`src/pkg/chop_pkg.sv`:
```
/*
 * Shared constants for the stepper chopper and protection block.
 * Assumes a 25 MHz core clock and an RC oscillator sampled as a pin.
 */
package chop_pkg;
    localparam int unsigned CORE_CLK_KHZ      = 25000;
    localparam int unsigned OSC_NOM_KHZ       = 1600;
    localparam int unsigned CHOP_NOM_KHZ      = 100;
    localparam int unsigned OSC_PER_CHOP      = 16;
    // Phase whose closing oscillator edge hands slow decay over to fast decay.
    localparam int unsigned FAST_START_PHASE  = 11;
    localparam int unsigned BLANK_MIN_NS      = 450;
    localparam int unsigned BLANK_TYP_NS      = 700;
    localparam int unsigned BLANK_MAX_NS      = 950;
    localparam int unsigned CLK_PERIOD_NS     = 1000000 / CORE_CLK_KHZ;
    // Typical blanking time rounded up to whole cycles.
    localparam int unsigned BLANK_CYCLES      =
        (BLANK_TYP_NS + CLK_PERIOD_NS - 1) / CLK_PERIOD_NS;
    localparam int unsigned OC_MASK_OSC       = 4;
    localparam int unsigned OC_SHUTDOWN_OSC   = 8;
    localparam int unsigned PHASE_W           = 4;
    localparam int unsigned BLANK_W           = 5;
    localparam int unsigned OC_W              = 3;
    // Switch vector bit positions.
    localparam int unsigned SW_HS1            = 3;
    localparam int unsigned SW_HS2            = 2;
    localparam int unsigned SW_LS1            = 1;
    localparam int unsigned SW_LS2            = 0;
    localparam logic [3:0]  SW_OFF            = 4'h0;
    localparam logic [3:0]  SW_FWD_CHARGE     = 4'h9;
    localparam logic [3:0]  SW_FWD_FAST       = 4'h6;
    localparam logic [3:0]  SW_REV_CHARGE     = 4'h6;
    localparam logic [3:0]  SW_REV_FAST       = 4'h9;
    localparam logic [3:0]  SW_SLOW           = 4'h3;

    typedef enum logic [3:0] {
        BR_OFF    = 4'b0001,
        BR_CHARGE = 4'b0010,
        BR_SLOW   = 4'b0100,
        BR_FAST   = 4'b1000
    } bridge_e;
endpackage

```
`src/winding_chopper.sv`:
```
/*
 * Per-winding chopper: picks charge, slow or fast decay and blanks sensing.
 * Assumes the limit and zero-current inputs are already synchronised and that
 * period and fast-start strobes are single-cycle pulses from the parent.
 */
`timescale 1ns/1ps
module winding_chopper (
    input  wire logic       core_clk,     // Core clock
    input  wire logic       rst_n,        // Synchronous reset, active low
    input  wire logic       clk_en,       // Freezes state while low
    input  wire logic       run,          // Drive allowed, no fault or standby
    input  wire logic       dir_reverse,  // Winding current direction
    input  wire logic       period_start, // Chopping period starts
    input  wire logic       fast_start,   // Point where slow decay becomes fast
    input  wire logic       limit_hit,    // Sensed current at the set value
    input  wire logic       zero_current, // Winding current decayed to zero
    output logic [3:0]      switches      // high_side_one, two, low_side_one, two
);
    typedef struct packed {
        chop_pkg::bridge_e                 mode;
        logic [chop_pkg::BLANK_W-1:0]      blank;
        logic [3:0]                        sw;
    } state_s;

    state_s st_reg;
    state_s st_next;

    function automatic logic [3:0] sw_of(input chop_pkg::bridge_e m, input logic rev);
        unique case (m)
            chop_pkg::BR_CHARGE: sw_of = rev ? chop_pkg::SW_REV_CHARGE : chop_pkg::SW_FWD_CHARGE;
            chop_pkg::BR_SLOW:   sw_of = chop_pkg::SW_SLOW;
            chop_pkg::BR_FAST:   sw_of = rev ? chop_pkg::SW_REV_FAST : chop_pkg::SW_FWD_FAST;
            default:             sw_of = chop_pkg::SW_OFF;
        endcase
    endfunction

    always_comb begin
        st_next = st_reg;
        if (st_reg.blank != '0) begin
            st_next.blank = st_reg.blank - 1'b1;
        end
        if (!run) begin
            st_next.mode  = chop_pkg::BR_OFF;
            st_next.blank = '0;
        end else begin
            unique case (st_reg.mode)
                chop_pkg::BR_OFF: begin
                    if (period_start) begin
                        st_next.mode = chop_pkg::BR_CHARGE;
                    end
                end
                chop_pkg::BR_CHARGE: begin
                    if (limit_hit && st_reg.blank == '0) begin
                        st_next.mode = chop_pkg::BR_SLOW;
                    end else if (fast_start) begin
                        st_next.mode = chop_pkg::BR_SLOW;
                    end
                end
                chop_pkg::BR_SLOW: begin
                    if (zero_current && st_reg.blank == '0) begin
                        st_next.mode = chop_pkg::BR_OFF;
                    end else if (fast_start) begin
                        st_next.mode = chop_pkg::BR_FAST;
                    end
                end
                chop_pkg::BR_FAST: begin
                    if (zero_current && st_reg.blank == '0) begin
                        st_next.mode = chop_pkg::BR_OFF;
                    end
                end
                default: st_next.mode = chop_pkg::BR_OFF;
            endcase
            if (period_start) begin
                st_next.mode = chop_pkg::BR_CHARGE;
            end
        end
        if (st_next.mode != st_reg.mode && st_next.mode != chop_pkg::BR_OFF) begin
            st_next.blank = chop_pkg::BLANK_W'(chop_pkg::BLANK_CYCLES);
        end
        st_next.sw = sw_of(st_next.mode, dir_reverse);
    end

    always_ff @(posedge core_clk) begin
        if (!rst_n) begin
            st_reg <= '{mode: chop_pkg::BR_OFF, blank: '0, sw: chop_pkg::SW_OFF};
        end else if (clk_en) begin
            st_reg <= st_next;
        end
    end

    assign switches = st_reg.sw;
endmodule

```
`src/stepper_chopper_protection.sv`:
```
/*
 * Two-winding chopper with thermal and overcurrent shutdown latches.
 * Assumes the RC oscillator, comparators and mode pins arrive asynchronously;
 * every one passes a two-stage synchroniser before use.
 */
`timescale 1ns/1ps
// Functional notes
// - Over-temperature forces all switches off and latches until released.
// - Thermal latch clears only on reset or all step-mode selects low.
// - Overcurrent must persist four oscillator cycles before tripping.
// - Overcurrent trip turns switches off, latched until standby or reset.
// - While overcurrent latched, behave as standby with outputs inactive.
// - Overcurrent shutdown completes within eight oscillator cycles.
// - Forward current switch patterns for charge, slow and fast decay.
// - Reverse current switch patterns for charge, slow and fast decay.
// - Bridge state selection is autonomous, without host involvement.
// - Ignore current limit for about 700 ns after each switching.
// - Charge ends when sensed current reaches the set value.
// - Zero current during decay puts the bridge all off.
// - Chopping timing comes from the RC oscillator, 1600 kHz gives 100 kHz.
// - Chopping period is sixteen oscillator clocks.
module stepper_chopper_protection (
    input  wire logic       core_clk,          // Core clock, 25 MHz
    input  wire logic       rst_n,             // Synchronous reset, active low
    input  wire logic       clk_en,            // Freezes all state while low
    input  wire logic       osc_in,            // RC oscillator pin
    input  wire logic [1:0] step_mode_select,  // Step-mode pins, both low is standby
    input  wire logic       over_temp,         // Thermal sensor flag
    input  wire logic       over_current,      // Output short detector
    input  wire logic [1:0] dir_reverse,       // Current direction per winding
    input  wire logic [1:0] limit_hit,         // Current reached set value per winding
    input  wire logic [1:0] zero_current,      // Current decayed to zero per winding
    output logic [3:0]      switches_a,        // Winding A switch drive
    output logic [3:0]      switches_b,        // Winding B switch drive
    output logic            thermal_fault_latch,     // Thermal shutdown active
    output logic            overcurrent_fault_latch, // Overcurrent shutdown active
    output logic            standby                  // Outputs held inactive
);
    typedef struct packed {
        logic [1:0]                   osc_sync;
        logic                         osc_prev;
        logic [3:0]                   mode0_sync;
        logic [1:0]                   ot_sync;
        logic [1:0]                   oc_sync;
        logic [3:0]                   dir_sync;
        logic [3:0]                   lim_sync;
        logic [3:0]                   zero_sync;
        logic [chop_pkg::PHASE_W-1:0] phase;
        logic [chop_pkg::OC_W-1:0]    oc_count;
        logic                         period_start;
        logic                         fast_start;
        logic                         thermal;
        logic                         overcurrent;
    } state_s;

    state_s st_reg;
    state_s st_next;
    logic   osc_rise;
    logic   select_all_low;
    logic   run;
    logic [3:0] sw_a;
    logic [3:0] sw_b;

    // The second stage of each synchroniser is the only one read by logic.
    assign osc_rise       = st_reg.osc_sync[1] && !st_reg.osc_prev;
    assign select_all_low = (st_reg.mode0_sync[3:2] == 2'h0);
    assign run            = !select_all_low && !st_reg.thermal && !st_reg.overcurrent;

    always_comb begin
        st_next              = st_reg;
        st_next.osc_sync     = {st_reg.osc_sync[0], osc_in};
        st_next.osc_prev     = st_reg.osc_sync[1];
        st_next.mode0_sync   = {st_reg.mode0_sync[1:0], step_mode_select};
        st_next.ot_sync      = {st_reg.ot_sync[0], over_temp};
        st_next.oc_sync      = {st_reg.oc_sync[0], over_current};
        st_next.dir_sync     = {st_reg.dir_sync[1:0], dir_reverse};
        st_next.lim_sync     = {st_reg.lim_sync[1:0], limit_hit};
        st_next.zero_sync    = {st_reg.zero_sync[1:0], zero_current};
        st_next.period_start = 1'b0;
        st_next.fast_start   = 1'b0;
        if (osc_rise) begin
            st_next.phase = st_reg.phase + 1'b1;
            st_next.period_start = (st_reg.phase == chop_pkg::PHASE_W'(chop_pkg::OSC_PER_CHOP - 1));
            // Fast decay takes the last quarter of the period; mixed decay ratio.
            st_next.fast_start =
                (st_reg.phase == chop_pkg::PHASE_W'(chop_pkg::FAST_START_PHASE));
            if (!st_reg.oc_sync[1]) begin
                st_next.oc_count = '0;
            end else if (st_reg.oc_count != chop_pkg::OC_W'(chop_pkg::OC_MASK_OSC)) begin
                st_next.oc_count = st_reg.oc_count + 1'b1;
            end
        end else if (!st_reg.oc_sync[1]) begin
            st_next.oc_count = '0;
        end
        if (select_all_low) begin
            st_next.thermal     = 1'b0;
            st_next.overcurrent = 1'b0;
        end
        // Set wins over clear, so a thermal fault present in standby stays latched.
        // thermal latch
        if (st_reg.ot_sync[1]) begin
            st_next.thermal = 1'b1;
        end
        if (st_reg.oc_count == chop_pkg::OC_W'(chop_pkg::OC_MASK_OSC)) begin
            st_next.overcurrent = 1'b1;
            st_next.oc_count    = '0;
        end
    end

    always_ff @(posedge core_clk) begin
        if (!rst_n) begin
            st_reg <= '0;
        end else if (clk_en) begin
            st_reg <= st_next;
        end
    end

    winding_chopper u_winding_a (
        .core_clk     (core_clk),
        .rst_n        (rst_n),
        .clk_en       (clk_en),
        .run          (run),
        .dir_reverse  (st_reg.dir_sync[2]),
        .period_start (st_reg.period_start),
        .fast_start   (st_reg.fast_start),
        .limit_hit    (st_reg.lim_sync[2]),
        .zero_current (st_reg.zero_sync[2]),
        .switches     (sw_a)
    );

    winding_chopper u_winding_b (
        .core_clk     (core_clk),
        .rst_n        (rst_n),
        .clk_en       (clk_en),
        .run          (run),
        .dir_reverse  (st_reg.dir_sync[3]),
        .period_start (st_reg.period_start),
        .fast_start   (st_reg.fast_start),
        .limit_hit    (st_reg.lim_sync[3]),
        .zero_current (st_reg.zero_sync[3]),
        .switches     (sw_b)
    );

    assign switches_a              = run ? sw_a : chop_pkg::SW_OFF;
    assign switches_b              = run ? sw_b : chop_pkg::SW_OFF;
    assign thermal_fault_latch     = st_reg.thermal;
    assign overcurrent_fault_latch = st_reg.overcurrent;
    assign standby                 = !run;
endmodule

```
`config.mk`:
```
export PLATFORM = sky130hd
export DESIGN_NAME = stepper_chopper_protection
export DESIGN_NICKNAME = d
export VERILOG_FILES = /design/src/pkg/chop_pkg.sv /design/src/winding_chopper.sv /design/src/stepper_chopper_protection.sv
export SDC_FILE = /design/constraint.sdc
export NUM_CORES = 1
export LEC_CHECK = 0
export BUFFER_PORTS_ARGS = -buffer_cell sky130_fd_sc_hd__buf_2
export CORE_UTILIZATION = 60
export DETAILED_ROUTE_END_ITERATION = 12
export GPL_ROUTABILITY_DRIVEN = 1
export PLACE_DENSITY = 0.78
export SLEW_MARGIN = 10
export SYNTH_ARGS = -nofsm -noshare
export SYNTH_HDL_FRONTEND = slang
export SYNTH_HIERARCHICAL = 1
export SYNTH_SLANG_ARGS = --single-unit
```
`constraint.sdc`:
```
create_clock -name core_clk -period 3.2 [get_ports core_clk]
set_input_delay 0.32 -clock core_clk [delete_from_list [all_inputs] [get_ports core_clk]]
set_output_delay 0.32 -clock core_clk [all_outputs]
set_load 0.1 [all_outputs]
```
Word level (Yosys, flattened, before mapping) --
Index checks and enable logic that the tools add are counted.
Cells by class: add/sub/neg operators 4, equal/unequal tests 26, mux-type cells 39, reduce and logical (&&, ||, !) cells 27
Operator list (count):
- two-way mux 4 bit | 20
- one-hot mux 4 bit (4 select lines) | 2
- two-way mux 5 bit | 6
- == test 4 bit, second input constant | 6
- one-hot mux 4 bit (3 select lines) | 2
- == test 4 x 2 -> 1 bit, second input constant | 4
- == test 4 x 3 -> 1 bit, second input constant | 4
- two-way mux 3 bit | 5
- inequality test 3 x 1 -> 1 bit, second input constant | 4
- logical NOT 5 bit | 2
- AND reduction 2 bit | 5
- nonzero test 5 bit | 2
- subtractor 5 x 1 -> 5 bit, second input constant | 2
- logical AND 1 bit | 9
- == test 4 x 1 -> 1 bit, second input constant | 2
- inequality test 4 x 1 -> 1 bit, second input constant | 2
- inequality test 4 bit | 2
- logical NOT 1 bit | 5
- adder 4 x 1 -> 4 bit, second input constant | 1
- two-way mux 2 bit | 2
- nonzero test 2 bit | 2
- adder 3 x 1 -> 3 bit, second input constant | 1
- == test 3 bit, second input constant | 1
- inequality test 3 bit, second input constant | 1
- other kinds (3) | 4
Storage, ports and cells: register bits after elaboration 60, bits of input ports 14

Logic depth before layout (Yosys ltp) --
Gate-level depths: netlist (run 1).
word-level depth 10, mapped depth 9, depth with buffers taken out 8

By module --
The synthesis (run 1) kept the hierarchy.
By module, submodules not included:
- winding_chopper | instances 2, cells each 103, area each 877.1 um^2, seq. area each 260.2 um^2
- stepper_chopper_protection | instances 1, cells each 139, area each 1396.3 um^2, seq. area each 680.7 um^2

Least setup slack after synthesis (run 1) --
OpenSTA, ideal clock, no wires.
path kind register to register, from reg st_reg, in the netlist overcurrent_fault_latch, to reg u_winding_a/st_reg[4] (netlist bit), data arrival time 2.592 ns, setup slack 0.534 ns, stages on the path, launching flop included 9, buffers on the path 1, period minus slack after synthesis 2.666 ns, cell sequence dfxtp_1 nor3_2 buf_4 nand2b_1 a211o_2 o21ai_0 a31oi_2 or3_1 a31oi_1
Between the ends: word-level cells in the longest chain between the ends 7
RTL lines:
- from (decl) | line stepper_chopper_protection.sv:56 | state_s st_reg;
- from (signal assigned) | line stepper_chopper_protection.sv:114 | st_reg <= st_next;
- logical NOT 1 bit (*) | line stepper_chopper_protection.sv:67 | assign run = !select_all_low && !st_reg.thermal && !st_reg.overcurrent;
- logical AND 1 bit (*) | line stepper_chopper_protection.sv:67
- via run | line stepper_chopper_protection.sv:60 | logic run;
- two-way mux 4 bit | line winding_chopper.sv:42 | if (!run) begin
- inequality test 4 bit or inequality test 4 x 1 -> 1 bit (tied branches) | line winding_chopper.sv:77 | if (st_next.mode != st_reg.mode && st_next.mode != chop_pkg::BR_OFF) begin
- logical AND 1 bit | line winding_chopper.sv:77
- inequality test 3 x 1 -> 1 bit (no line)
- AND reduction 2 bit (no line)
- to (signal assigned) | line winding_chopper.sv:85 | st_reg <= '{mode: chop_pkg::BR_OFF, blank: '0, sw: chop_pkg::SW_OFF};
- to (signal assigned) | line winding_chopper.sv:87 | st_reg <= st_next;
- to (decl) | line winding_chopper.sv:25 | state_s st_reg;
The timed path passes the listed nets; every way through them passes the cells marked *. A chain may end at the register's enable or synchronous reset.

==> metrics, run 1 <==
final WL=5990 um; Hold Path End=st_next[33]$_SDFFE_PN0P_; Hold Path Stages=3; Reg power frac=0.473; Design Area, Final=3430 um^2; crit path cell chain=nor2_1 > nor3_2 > buf_4 > nand2b_1 > a211o_2 > o21ai_0 > a31oi_2 > or3_1 > a31oi_1; max incr delay on CP=0.38 ns; vias in the first global route=2,209; FILL cells=448; Detailed Routing Iterations Pass 1=4; setup slack, reg-to-reg=0.89 ns; Seq/Total Area, Yosys=0.381; Layout Nets=381; Power Density=481 nW/um^2; Async SR Flop Fraction=0; first-pass GRT wire length=9890 um; Seq. cell area=1200 um^2; setup TNS=0 ns; crit path capture type=register; clock slew at reported path FFs=0.07 ns; Multi-input gate area=1710 um^2; Die Height=74.5 um; RSZ-0062 raised after global routing=false; core area=5070 um^2; NetSw=381 uW; Post-synth EDFFs=0; remaining antenna violation count=0; Worst Clk Skew=0.0103 ns; CTS Buf Count=9; Final Cycle Share=0.722; Clock power frac=0.454; Crit path required time=3.46 ns; Startpoint Class=register; gate count after technology mapping=345; Ys Warns=6; timing-limited maximum frequency=433 MHz; Max Root-Sink Buffers=2; reg2reg start=st_reg[30]$_SDFFE_PN0P_; FF-to-FF path depth=9; CTS tree=done; Hold Path Origin=osc_in; DIE WIDTH=74.5 um; power consumption=1650 uW; Int Pwr=1270 uW; switch share=0.231; detailed-route wire length per cell=13.8 um; Comb pwr share=0.073; synthesis-stage register bit count=60; gr usage total=0.233; hold buffers post-CTS=0; total leakage power=0.00136 uW; Clock Latency Late Sink=0.33 ns; vias per std cell=5.74; Rows=26; RR Endpoint=u_winding_b/st_reg[4]$_SDFFE_PN0P_; Critical-path top delay cell=or3_1; Final Max Tran Viols=0; status=completed; Area Growth Syn to Fin=8.78%; max reg flops=20; Starting Density=0.621; GPL Wtd Cong=0.903; Rel. slew slack=0.373; Final Hold Violating Endpoints=0; DP Wirelength=4020 um; Crit Path Max Fanout=16; WHS=0.223 ns; hold crit path type=in -> reg; min Tclk post-route=2.31 ns; global route overflow=0; Setup Buffers After CTS=0; Post-Layout Cell Count=435; # setup viols final=0; Port Buffers=24; CTS Sinks=60; Worst-Margin Slew=0.939 ns; clock root buffer=clkbuf_8; vias post-DR=2,498; crit path kind=reg -> reg; DIE AREA=5540 um^2; post-CTS sizing=0; largest net degree at the start of global routing=35; share of layout cells above drive strength 1=0.184; H-Tree Depth=3; Ports=25; Antenna Cells=0; initial antenna violation count=0; arrival time at the worst endpoint=2.57 ns; synthesized net count=366; Synth Cell Area=3150 um^2; Inst Count DP=419; syn_area_per_cell=9.13 um^2; placed cell area=3210 um^2; most used flip-flop cell after synthesis=dfxtp_1; Max-cap violations=0; number of library cell types mapped by synthesis=54; VDD IR-drop max=0.326 mV; # DRC=0; Starting DRT DRC Count=204
-- power groups by stage --
stage	Sequential [uW]	Clock, uW	Combinational [uW]
after floorplan	795	0	103
after global placement	796	0	117
after detailed placement	797	0	120
after CTS	780	761	120
after global routing	782	792	132
final	780	750	120
-- logic make-up after synthesis --
kind of cell               count (synthesis)  synth area share
and+or+nand+nor                          130             0.231
adders and majority gates                  7            0.0278
muxes                                     34             0.109
DFF                                       60             0.381
AOI/OAI and AO/OA                         69             0.161
xor gates and xnor gates                   5            0.0139
buffers and inverters                     40            0.0759
-- placed cells by master, fill, tap and decap left out, types with 3 or more instances in the layout --
cell type	netlist	final
or3_1	7	7
nor3_1	13	13
inv_1	16	16
or3b_1	3	3
xor2_1	3	3
nor2_1	33	33
mux2i_1	32	32
nor2b_1	4	4
clkbuf_8	2	10
a31oi_1	6	6
nand2_1	27	27
o21ai_0	20	20
buf_4	10	4
a21oi_1	8	8
o22ai_1	4	4
buf_2	1	24
nand3_1	9	9
and2_1	9	9
a41oi_1	4	4
nand2b_1	5	5
dfxtp_1	60	60
ha_1	7	7
-- area by class of cell --
cell class / instances / share of cell area
multi-input cells: 245 / 0.499
flip-flops and latches: 60 / 0.350
repair buffers: 28 / 0.0438
clock buffers: 12 / 0.0424
well taps: 70 / 0.0256
clock inverters: 4 / 0.0212
inverters: 16 / 0.0175
-- layer usage --
metal / share of wire / track usage
met5: 0 / 0
met4: 0.016 / 0.117
met3: 0.039 / 0.0420
met2: 0.46 / 0.366
met1: 0.49 / 0.308
-- critical path, delay by kind of cell, from the launching register on --
family / cells / cell delay [ns]
AO/OA/AOI/OAI: 4 / 0.90
AND/OR/NAND/NOR: 4 / 0.74
flip-flops: 1 / 0.35
buffers and inverters: 1 / 0.24
-- cells in the mapped netlist, drive strengths merged (5+ instances only) --
cell type	count	area share
dfxtp	60	0.38
nor2	33	0.039
mux2i	32	0.10
nand2	27	0.032
o21ai	21	0.033
buf	16	0.041
inv	16	0.019
nor3	14	0.024
and2	11	0.023
or3	11	0.026
nand3	9	0.014
a21oi	8	0.013
a31oi	8	0.020
clkbuf	8	0.016
ha	7	0.028
nand2b	5	0.0099
-- worst max path at each step --
| stage | startpoint | end | slack, ns | cells after the start |
|---|---|---|---|---|
| floorplan | overcurrent_fault_latch$_SDFFE_PN0P_ | u_winding_a/st_reg[4]$_SDFFE_PN0P_ | 0.53 | 8 |
| global placement | st_reg[29]$_SDFFE_PN0P_ | u_winding_b/st_reg[4]$_SDFFE_PN0P_ | 1.02 | 9 |
| detailed placement | st_reg[30]$_SDFFE_PN0P_ | u_winding_b/st_reg[4]$_SDFFE_PN0P_ | 0.92 | 9 |
| CTS | st_reg[30]$_SDFFE_PN0P_ | u_winding_b/st_reg[4]$_SDFFE_PN0P_ | 0.91 | 9 |
| global route | u_winding_a/st_reg[4]$_SDFFE_PN0P_ | u_winding_a/st_reg[5]$_SDFFE_PN0P_ | 0.70 | 8 |
| finish | st_reg[30]$_SDFFE_PN0P_ | u_winding_b/st_reg[4]$_SDFFE_PN0P_ | 0.89 | 9 |
-- metrics by stage --
step                      worst slack (ns)  utilization
after floorplan                      0.534            -
after detailed placement             0.917        0.632
after global placement                1.02        0.632
final                                0.889        0.675
after CTS                            0.905        0.675
after global routing                 0.697        0.675
Power figures use the tool's default switching activity.
==> run 2, diff against run 1 <==
--- a/config.mk
+++ b/config.mk
@@ -6,10 +6,10 @@
 export NUM_CORES = 1
 export LEC_CHECK = 0
 export BUFFER_PORTS_ARGS = -buffer_cell sky130_fd_sc_hd__buf_2
-export CORE_UTILIZATION = 60
+export CORE_UTILIZATION = 54
 export DETAILED_ROUTE_END_ITERATION = 12
 export GPL_ROUTABILITY_DRIVEN = 1
-export PLACE_DENSITY = 0.78
+export PLACE_DENSITY = 0.74
 export SLEW_MARGIN = 10
 export SYNTH_ARGS = -nofsm -noshare
 export SYNTH_HDL_FRONTEND = slang
==> constraint.sdc (replaced) <==
create_clock -name core_clk -period 1.9 [get_ports core_clk]
set_input_delay 0.19 -clock core_clk [delete_from_list [all_inputs] [get_ports core_clk]]
set_output_delay 0.19 -clock core_clk [all_outputs]
set_load 0.1 [all_outputs]
==> run 2 against run 1 <==
The run now ends with setup timing left. Clock power rose by 51%. Combinational power up 130%. Sequential power grew 68%. Die area increased by 11%. Non-clock buffer count grew 60. First-iteration DRC count grew 41%.
==> metrics, run 2 (synthesis gave the netlist of run 1 again) <==
vias per std cell=5.88 (+2.5%); vias post-DR=2,924 (+17%); total leakage power=0.00172 uW (+26%); Multi-input gate area=1990 um^2 (+17%); GPL Wtd Cong=0.870 (-3.6%); Rows=27 (+3.8%); crit path cell chain=inv_2 > ha_4 > nor4b_4 > buf_4 > a211o_4 > o21ai_4 > a31oi_4 > or3_1 > a31oi_1; initial antenna violation count=0 (unchanged); # DRC=0 (unchanged); status=finished with violations; CTS tree=done; most common cell after layout, fill and taps aside=buf_4; post-route worst setup slack=-0.139 ns (-1.03 ns); gr usage total=0.259 (+0.0251); clock root buffer=clkbuf_8; Final Max Tran Viols=0 (unchanged); Power Density=633 nW/um^2 (+32%); most frequent cells in the layout=buf_4, dfxtp_1, nor2_1; Crit path required time=2.16 ns (-1.30 ns); FILL cells=386 (-14%); final WL=8260 um (+38%); Int Pwr=2000 uW (+58%); CTS Sinks=60 (unchanged); buffers and inverters on the worst path=2 (+1); timing-limited maximum frequency=491 MHz (+13%); Worst Clk Skew=0.00857 ns (-0.00174 ns); RSZ-0062 raised after global routing=true; Final Cycle Share=1.07 (+0.351); vias in the first global route=2,695 (+22%); CTS Buf Count=9 (unchanged); Area Growth Syn to Fin=36.7%; first-pass GRT wire length=12,400 um (+26%); Reg power frac=0.482 (+0.009); Crit Path Max Fanout=5 (-11); switch share=0.265 (+0.0340); Setup WS pre-CTS=-0.152 ns (-1.07 ns); Layout Nets=441 (+16%); Clock Latency Late Sink=0.34 ns (about the same); Port Buffers=24 (unchanged); core area=5570 um^2 (+9.8%); failing checks=setup timing; crit path kind=reg -> reg; Startpoint Class=register; max incr delay on CP=0.35 ns (-0.03 ns); Clock power frac=0.416 (-0.038); reg2reg start=u_winding_a/st_reg[5]$_SDFFE_PN0P_; worst setup path startpoint=u_winding_a/st_reg[5]$_SDFFE_PN0P_; Crit path max-delay family=compound AO/OA/AOI/OAI gates; largest net degree at the start of global routing=31 (-11%); NetSw=723 uW (+90%); Worst-Margin Slew=0.484 ns (-0.455 ns); global route overflow=0 (unchanged); crit path capture type=register; detailed-route wire length per cell=16.6 um (+21%); Critical-path top delay cell=a211o_4; min Tclk post-route=2.04 ns (-0.272 ns); arrival time at the worst endpoint=2.30 ns (-0.27 ns); Seq. cell area=1220 um^2 (+1.3%); Hold Path Origin=step_mode_select[1]; DIE WIDTH=78.4 um (+5.3%); VDD IR-drop max=0.511 mV (+57%); Comb pwr share=0.102 (+0.029); hold buffers post-CTS=0 (unchanged); DP Wirelength=4830 um (+20%); Detailed Routing Iterations Pass 1=5 (+1); Antenna Cells=0 (unchanged); clock slew at reported path FFs=0.07 ns (about the same); DIE AREA=6140 um^2 (+11%); Die Height=78.4 um (+5.3%); hold crit path type=in -> reg; Starting DRT DRC Count=287 (+41%); H-Tree Depth=3 (unchanged); share of layout cells above drive strength 1=0.416 (+0.233); # setup viols final=13 (+13); Ports=25 (unchanged); remaining antenna violation count=0 (unchanged); Final Hold Violating Endpoints=0 (unchanged); Max Root-Sink Buffers=2 (unchanged); Max-cap violations=0 (unchanged); Rel. slew slack=0.680 (+0.307); setup TNS=-1.12 ns (-1.12 ns); Starting Density=0.565 (-0.0556); max reg flops=20 (unchanged)
[run 2: power by group through the flow]
stage	logic [uW]	clock network (uW)	registers, uW
global placement	247	0	1340
finish	278	1130	1310
detailed placement	253	0	1340
floorplan	186	0	1340
global route	298	1200	1320
CTS	263	1140	1310
[run 2: per-stage QoR]
stage / instances / total power (uW) / hold slack (ns) / util / instance area, um^2
2_1_floorplan: 345 / 1520 / 0.312 / - / 3240
3_3_place_gp: 462 / 1590 / 0.425 / 0.670 / 3740
3_5_place_dp: 462 / 1590 / 0.434 / 0.670 / 3740
4_1_cts: 490 / 2710 / 0.0805 / 0.743 / 4140
5_1_grt: 497 / 2810 / 0.100 / 0.772 / 4310
6_report: 497 / 2730 / 0.0822 / 0.772 / 4310
[run 2: cell type report]
cell class / instances / area share
well taps: 72 / 0.0209
multi-input cells: 245 / 0.463
inverters: 16 / 0.0139
flip-flops and latches: 60 / 0.282
repair buffers: 88 / 0.175
clock inverters: 7 / 0.0157
clock buffers: 9 / 0.0288
[run 2: timing repair]
item	CTS	global route
endpoints found under the setup margin	19	25
gates resized for setup	39	28
buffers inserted	13	7
pin swaps	25	15
[run 2: final timing paths]
| path | end | cells after the start | slack (ns) |
|---|---|---|---|
| min | st_next[30]$_SDFFE_PN0P_ | 3 | 0.08 |
| min reg2reg | st_reg[17]$_SDFFE_PN0P_ | 2 | 0.49 |
| max | u_winding_a/st_reg[4]$_SDFFE_PN0P_ | 9 | -0.14 |
| max reg2reg | u_winding_a/st_reg[4]$_SDFFE_PN0P_ | 9 | -0.14 |
[run 2: worst register-to-register path: stages, from the launching register on]
cell and delay [ns]:
dfxtp_2 0.33, inv_2 0.05, ha_4 0.16, nor4b_4 0.15, buf_4 0.15, a211o_4 0.35, o21ai_4 0.15, a31oi_4 0.13
or3_1 0.32, a31oi_1 0.17
[run 2: metal layers]
layer | up-vias | track usage | share of wire
li1 | 1368 | - | -
met1 | 1379 | 0.318 | 0.42
met2 | 140 | 0.431 | 0.49
met3 | 37 | 0.0465 | 0.059
met4 | 0 | 0.133 | 0.032
met5 | - | 0 | 0
==> run 3, diff against run 2 <==
--- a/config.mk
+++ b/config.mk
@@ -13,5 +13,4 @@
 export SLEW_MARGIN = 10
 export SYNTH_ARGS = -nofsm -noshare
 export SYNTH_HDL_FRONTEND = slang
-export SYNTH_HIERARCHICAL = 1
 export SYNTH_SLANG_ARGS = --single-unit
==> run 3 against run 2 <==
The flow still finishes with violations (setup timing). Synthesized cell count up 3.5%. Clock skew down 0.0014 ns. Global-route usage up 2.2 points. Highest routed layer unchanged.
==> metrics, run 3 <==
cell taking the most area after synthesis=dfxtp_1; most frequent cells in the layout=buf_4, nor2_1, dfxtp_1; Worst Clk Skew=0.00714 ns (-0.00142 ns); Seq. cell area=1220 um^2 (+0.10%); CTS Sinks=60 (unchanged); most used flip-flop cell after synthesis=dfxtp_1; Ports=25 (unchanged); Antenna Cells=0 (unchanged); Final Cycle Share=1.13 (+0.0564); top cells by area, synth=dfxtp_1, mux2i_1, nor2_1; Starting DRT DRC Count=202 (-30%); syn_area_per_cell=8.52 um^2 (-6.7%); Port Buffers=24 (unchanged); Multi-input gate area=1930 um^2 (-3.4%); final WL=8350 um (+1.0%); remaining antenna violation count=0 (unchanged); FILL cells=334 (-13%); max reg flops=20 (unchanged); hold crit path type=in -> reg; total leakage power=0.00176 uW (+2.5%); vias per std cell=5.86 (-0.35%); Max-cap violations=0 (unchanged); Rows=26 (-3.7%); Final Max Tran Viols=0 (unchanged); timing-limited maximum frequency=466 MHz (-5.0%); Inst Count DP=482 (+4.3%); min Tclk post-route=2.15 ns (+0.107 ns); vias in the first global route=2,829 (+5.0%); most common cell after layout, fill and taps aside=buf_4; Crit Path Max Fanout=4 (-1); Worst-Margin Slew=0.586 ns (+0.102 ns); Power Density=654 nW/um^2 (+3.2%); Area Growth Syn to Fin=39.2%; synthesized net count=378 (+3.3%); Seq/Total Area, Yosys=0.395 (+0.0138); share of layout cells above drive strength 1=0.377 (-0.0392); DIE WIDTH=77.0 um (-1.7%); crit path capture type=register; core area=5270 um^2 (-5.5%); DIE AREA=5930 um^2 (-3.4%); setup TNS=-1.50 ns (-0.374 ns); # DRC=0 (unchanged); Post-synth top cells=dfxtp_1, nor2_1, nand2_1; Async SR Flop Fraction=0 (unchanged); vias post-DR=2,990 (+2.3%); hold buffers post-CTS=0 (unchanged); synthesis-stage register bit count=60 (unchanged); CTS Buf Count=9 (unchanged); gate count after technology mapping=357 (+3.5%); Startpoint Class=register; Rel. slew slack=0.607 (-0.0721); crit path kind=reg -> reg; DP Wirelength=5200 um (+7.7%); number of library cell types mapped by synthesis=58 (+7.4%); Layout Nets=457 (+3.6%); # setup viols final=14 (+1); failing checks=setup timing; H-Tree Depth=3 (unchanged); post-synth top area share=0.395 (+0.0138); Post-Layout Cell Count=510 (+2.6%); Starting Density=0.577 (+0.0117); status=finished with violations; gr usage total=0.280 (+0.0219); Max Root-Sink Buffers=2 (unchanged); Detailed Routing Iterations Pass 1=4 (-1); initial antenna violation count=0 (unchanged); Final Hold Violating Endpoints=0 (unchanged); clock slew at reported path FFs=0.06 ns (about the same); Synth Cell Area=3040 um^2 (-3.5%); detailed-route wire length per cell=16.4 um (-1.5%); Die Height=77.0 um (-1.7%); Clock Latency Late Sink=0.35 ns (about the same); CTS tree=done; Crit path required time=2.11 ns (-0.05 ns); VDD IR-drop max=0.555 mV (+8.6%); largest net degree at the start of global routing=50 (+61%); RSZ-0062 raised after global routing=true; arrival time at the worst endpoint=2.36 ns (+0.06 ns); Post-synth EDFFs=0 (unchanged); Ys Warns=0 (-6); GPL Wtd Cong=0.894 (+2.8%); clock root buffer=clkbuf_8; post-route worst setup slack=-0.246 ns (-0.107 ns); most frequent cell after synthesis=dfxtp_1; global route overflow=0 (unchanged); first-pass GRT wire length=13,000 um (+4.6%)
==> run 3: cell count changes in the layout (fill, tap and decap cells not counted), moves of 5 or more <==
cell,previous run,this run
nor2_1,31,51
a21oi_1,8,18
a211oi_2,0,7
inv_1,12,5
nand4_1,0,6
o21ai_0,15,9
nand2_1,25,30
nor3_1,8,3
or3_1,7,2
==> run 3: worst paths after layout <==
check                                     startpoint                            endpoint  slack, ns  depth (start not counted)
setup / recovery  u_winding_a.st_reg[5]$_SDFFE_PN0P_  u_winding_a.st_reg[4]$_SDFFE_PN0P_      -0.25                         11
hold / removal                          limit_hit[0]            st_next[17]$_SDFFE_PN0P_       0.08                          3
setup reg to reg  u_winding_a.st_reg[5]$_SDFFE_PN0P_  u_winding_a.st_reg[4]$_SDFFE_PN0P_      -0.25                         11
hold reg to reg               st_reg[4]$_SDFFE_PN0P_              st_reg[4]$_SDFFE_PN0P_       0.48                          2
==> run 3: per-layer routing <==
metal	track usage	vias up	wire length (um)	share of wire
li1	-	1425	-	-
met1	0.335	1447	3490	0.42
met2	0.470	97	4230	0.51
met3	0.0702	21	432	0.052
met4	0.132	0	192	0.023
met5	0	-	0	0
==> run 3: critical path, cell delays in order, from the launching register on <==
cell	delay (ns)
dfxtp_2	0.32
inv_2	0.07
ha_4	0.13
nor4b_4	0.29
buf_4	0.18
buf_4	0.10
a21o_1	0.15
a31oi_1	0.11
a21oi_2	0.18
a311oi_4	0.07
nor3_2	0.30
o32ai_1	0.12
==> run 3: power by group <==
group | switching, uW | internal, uW | total [uW]
clock | 500 | 667 | 1170
combinational | 170 | 121 | 291
sequential | 21.9 | 1290 | 1310
==> run 3: logic make-up (layout without fill, tap and decap cells) <==
group                    after synthesis  count (layout)  synth area share
flip-flops                            60              60             0.395
multiplexers                          28              28            0.0922
buffers and inverters                 32             115            0.0416
AND/OR/NAND/NOR                      146             146             0.250
AO/OA/AOI/OAI                         78              78             0.175
adder cells (fa/ha/maj)                7               7            0.0288
XOR/XNOR                               6               6            0.0173
==> run 3: through the flow <==
step	power (uW)	hold slack, ns	setup WS [ns]	area, um^2	util
after floorplan	1500	0.337	-0.160	3120	-
after global placement	1580	0.426	-0.150	3770	0.715
after detailed placement	1590	0.433	-0.294	3770	0.715
after CTS	2750	0.0666	-0.212	4070	0.772
after global routing	2860	0.0895	-0.388	4230	0.803
final	2770	0.0819	-0.246	4230	0.803
==> run 3: final cells by class <==
cell class	count	area share
multi-input combinational	265	0.455
timing repair buffer	89	0.179
clock inverter	4	0.0115
clock buffer	11	0.0358
tap	70	0.0207
inverter	11	0.0103
sequential	60	0.288
==> run 3: what timing repair did <==
action	in CTS	in global routing
pin swaps	7	22
gates resized for setup	19	23
buffers inserted	4	9
cloned	0	0
setup endpoints to repair	20	26
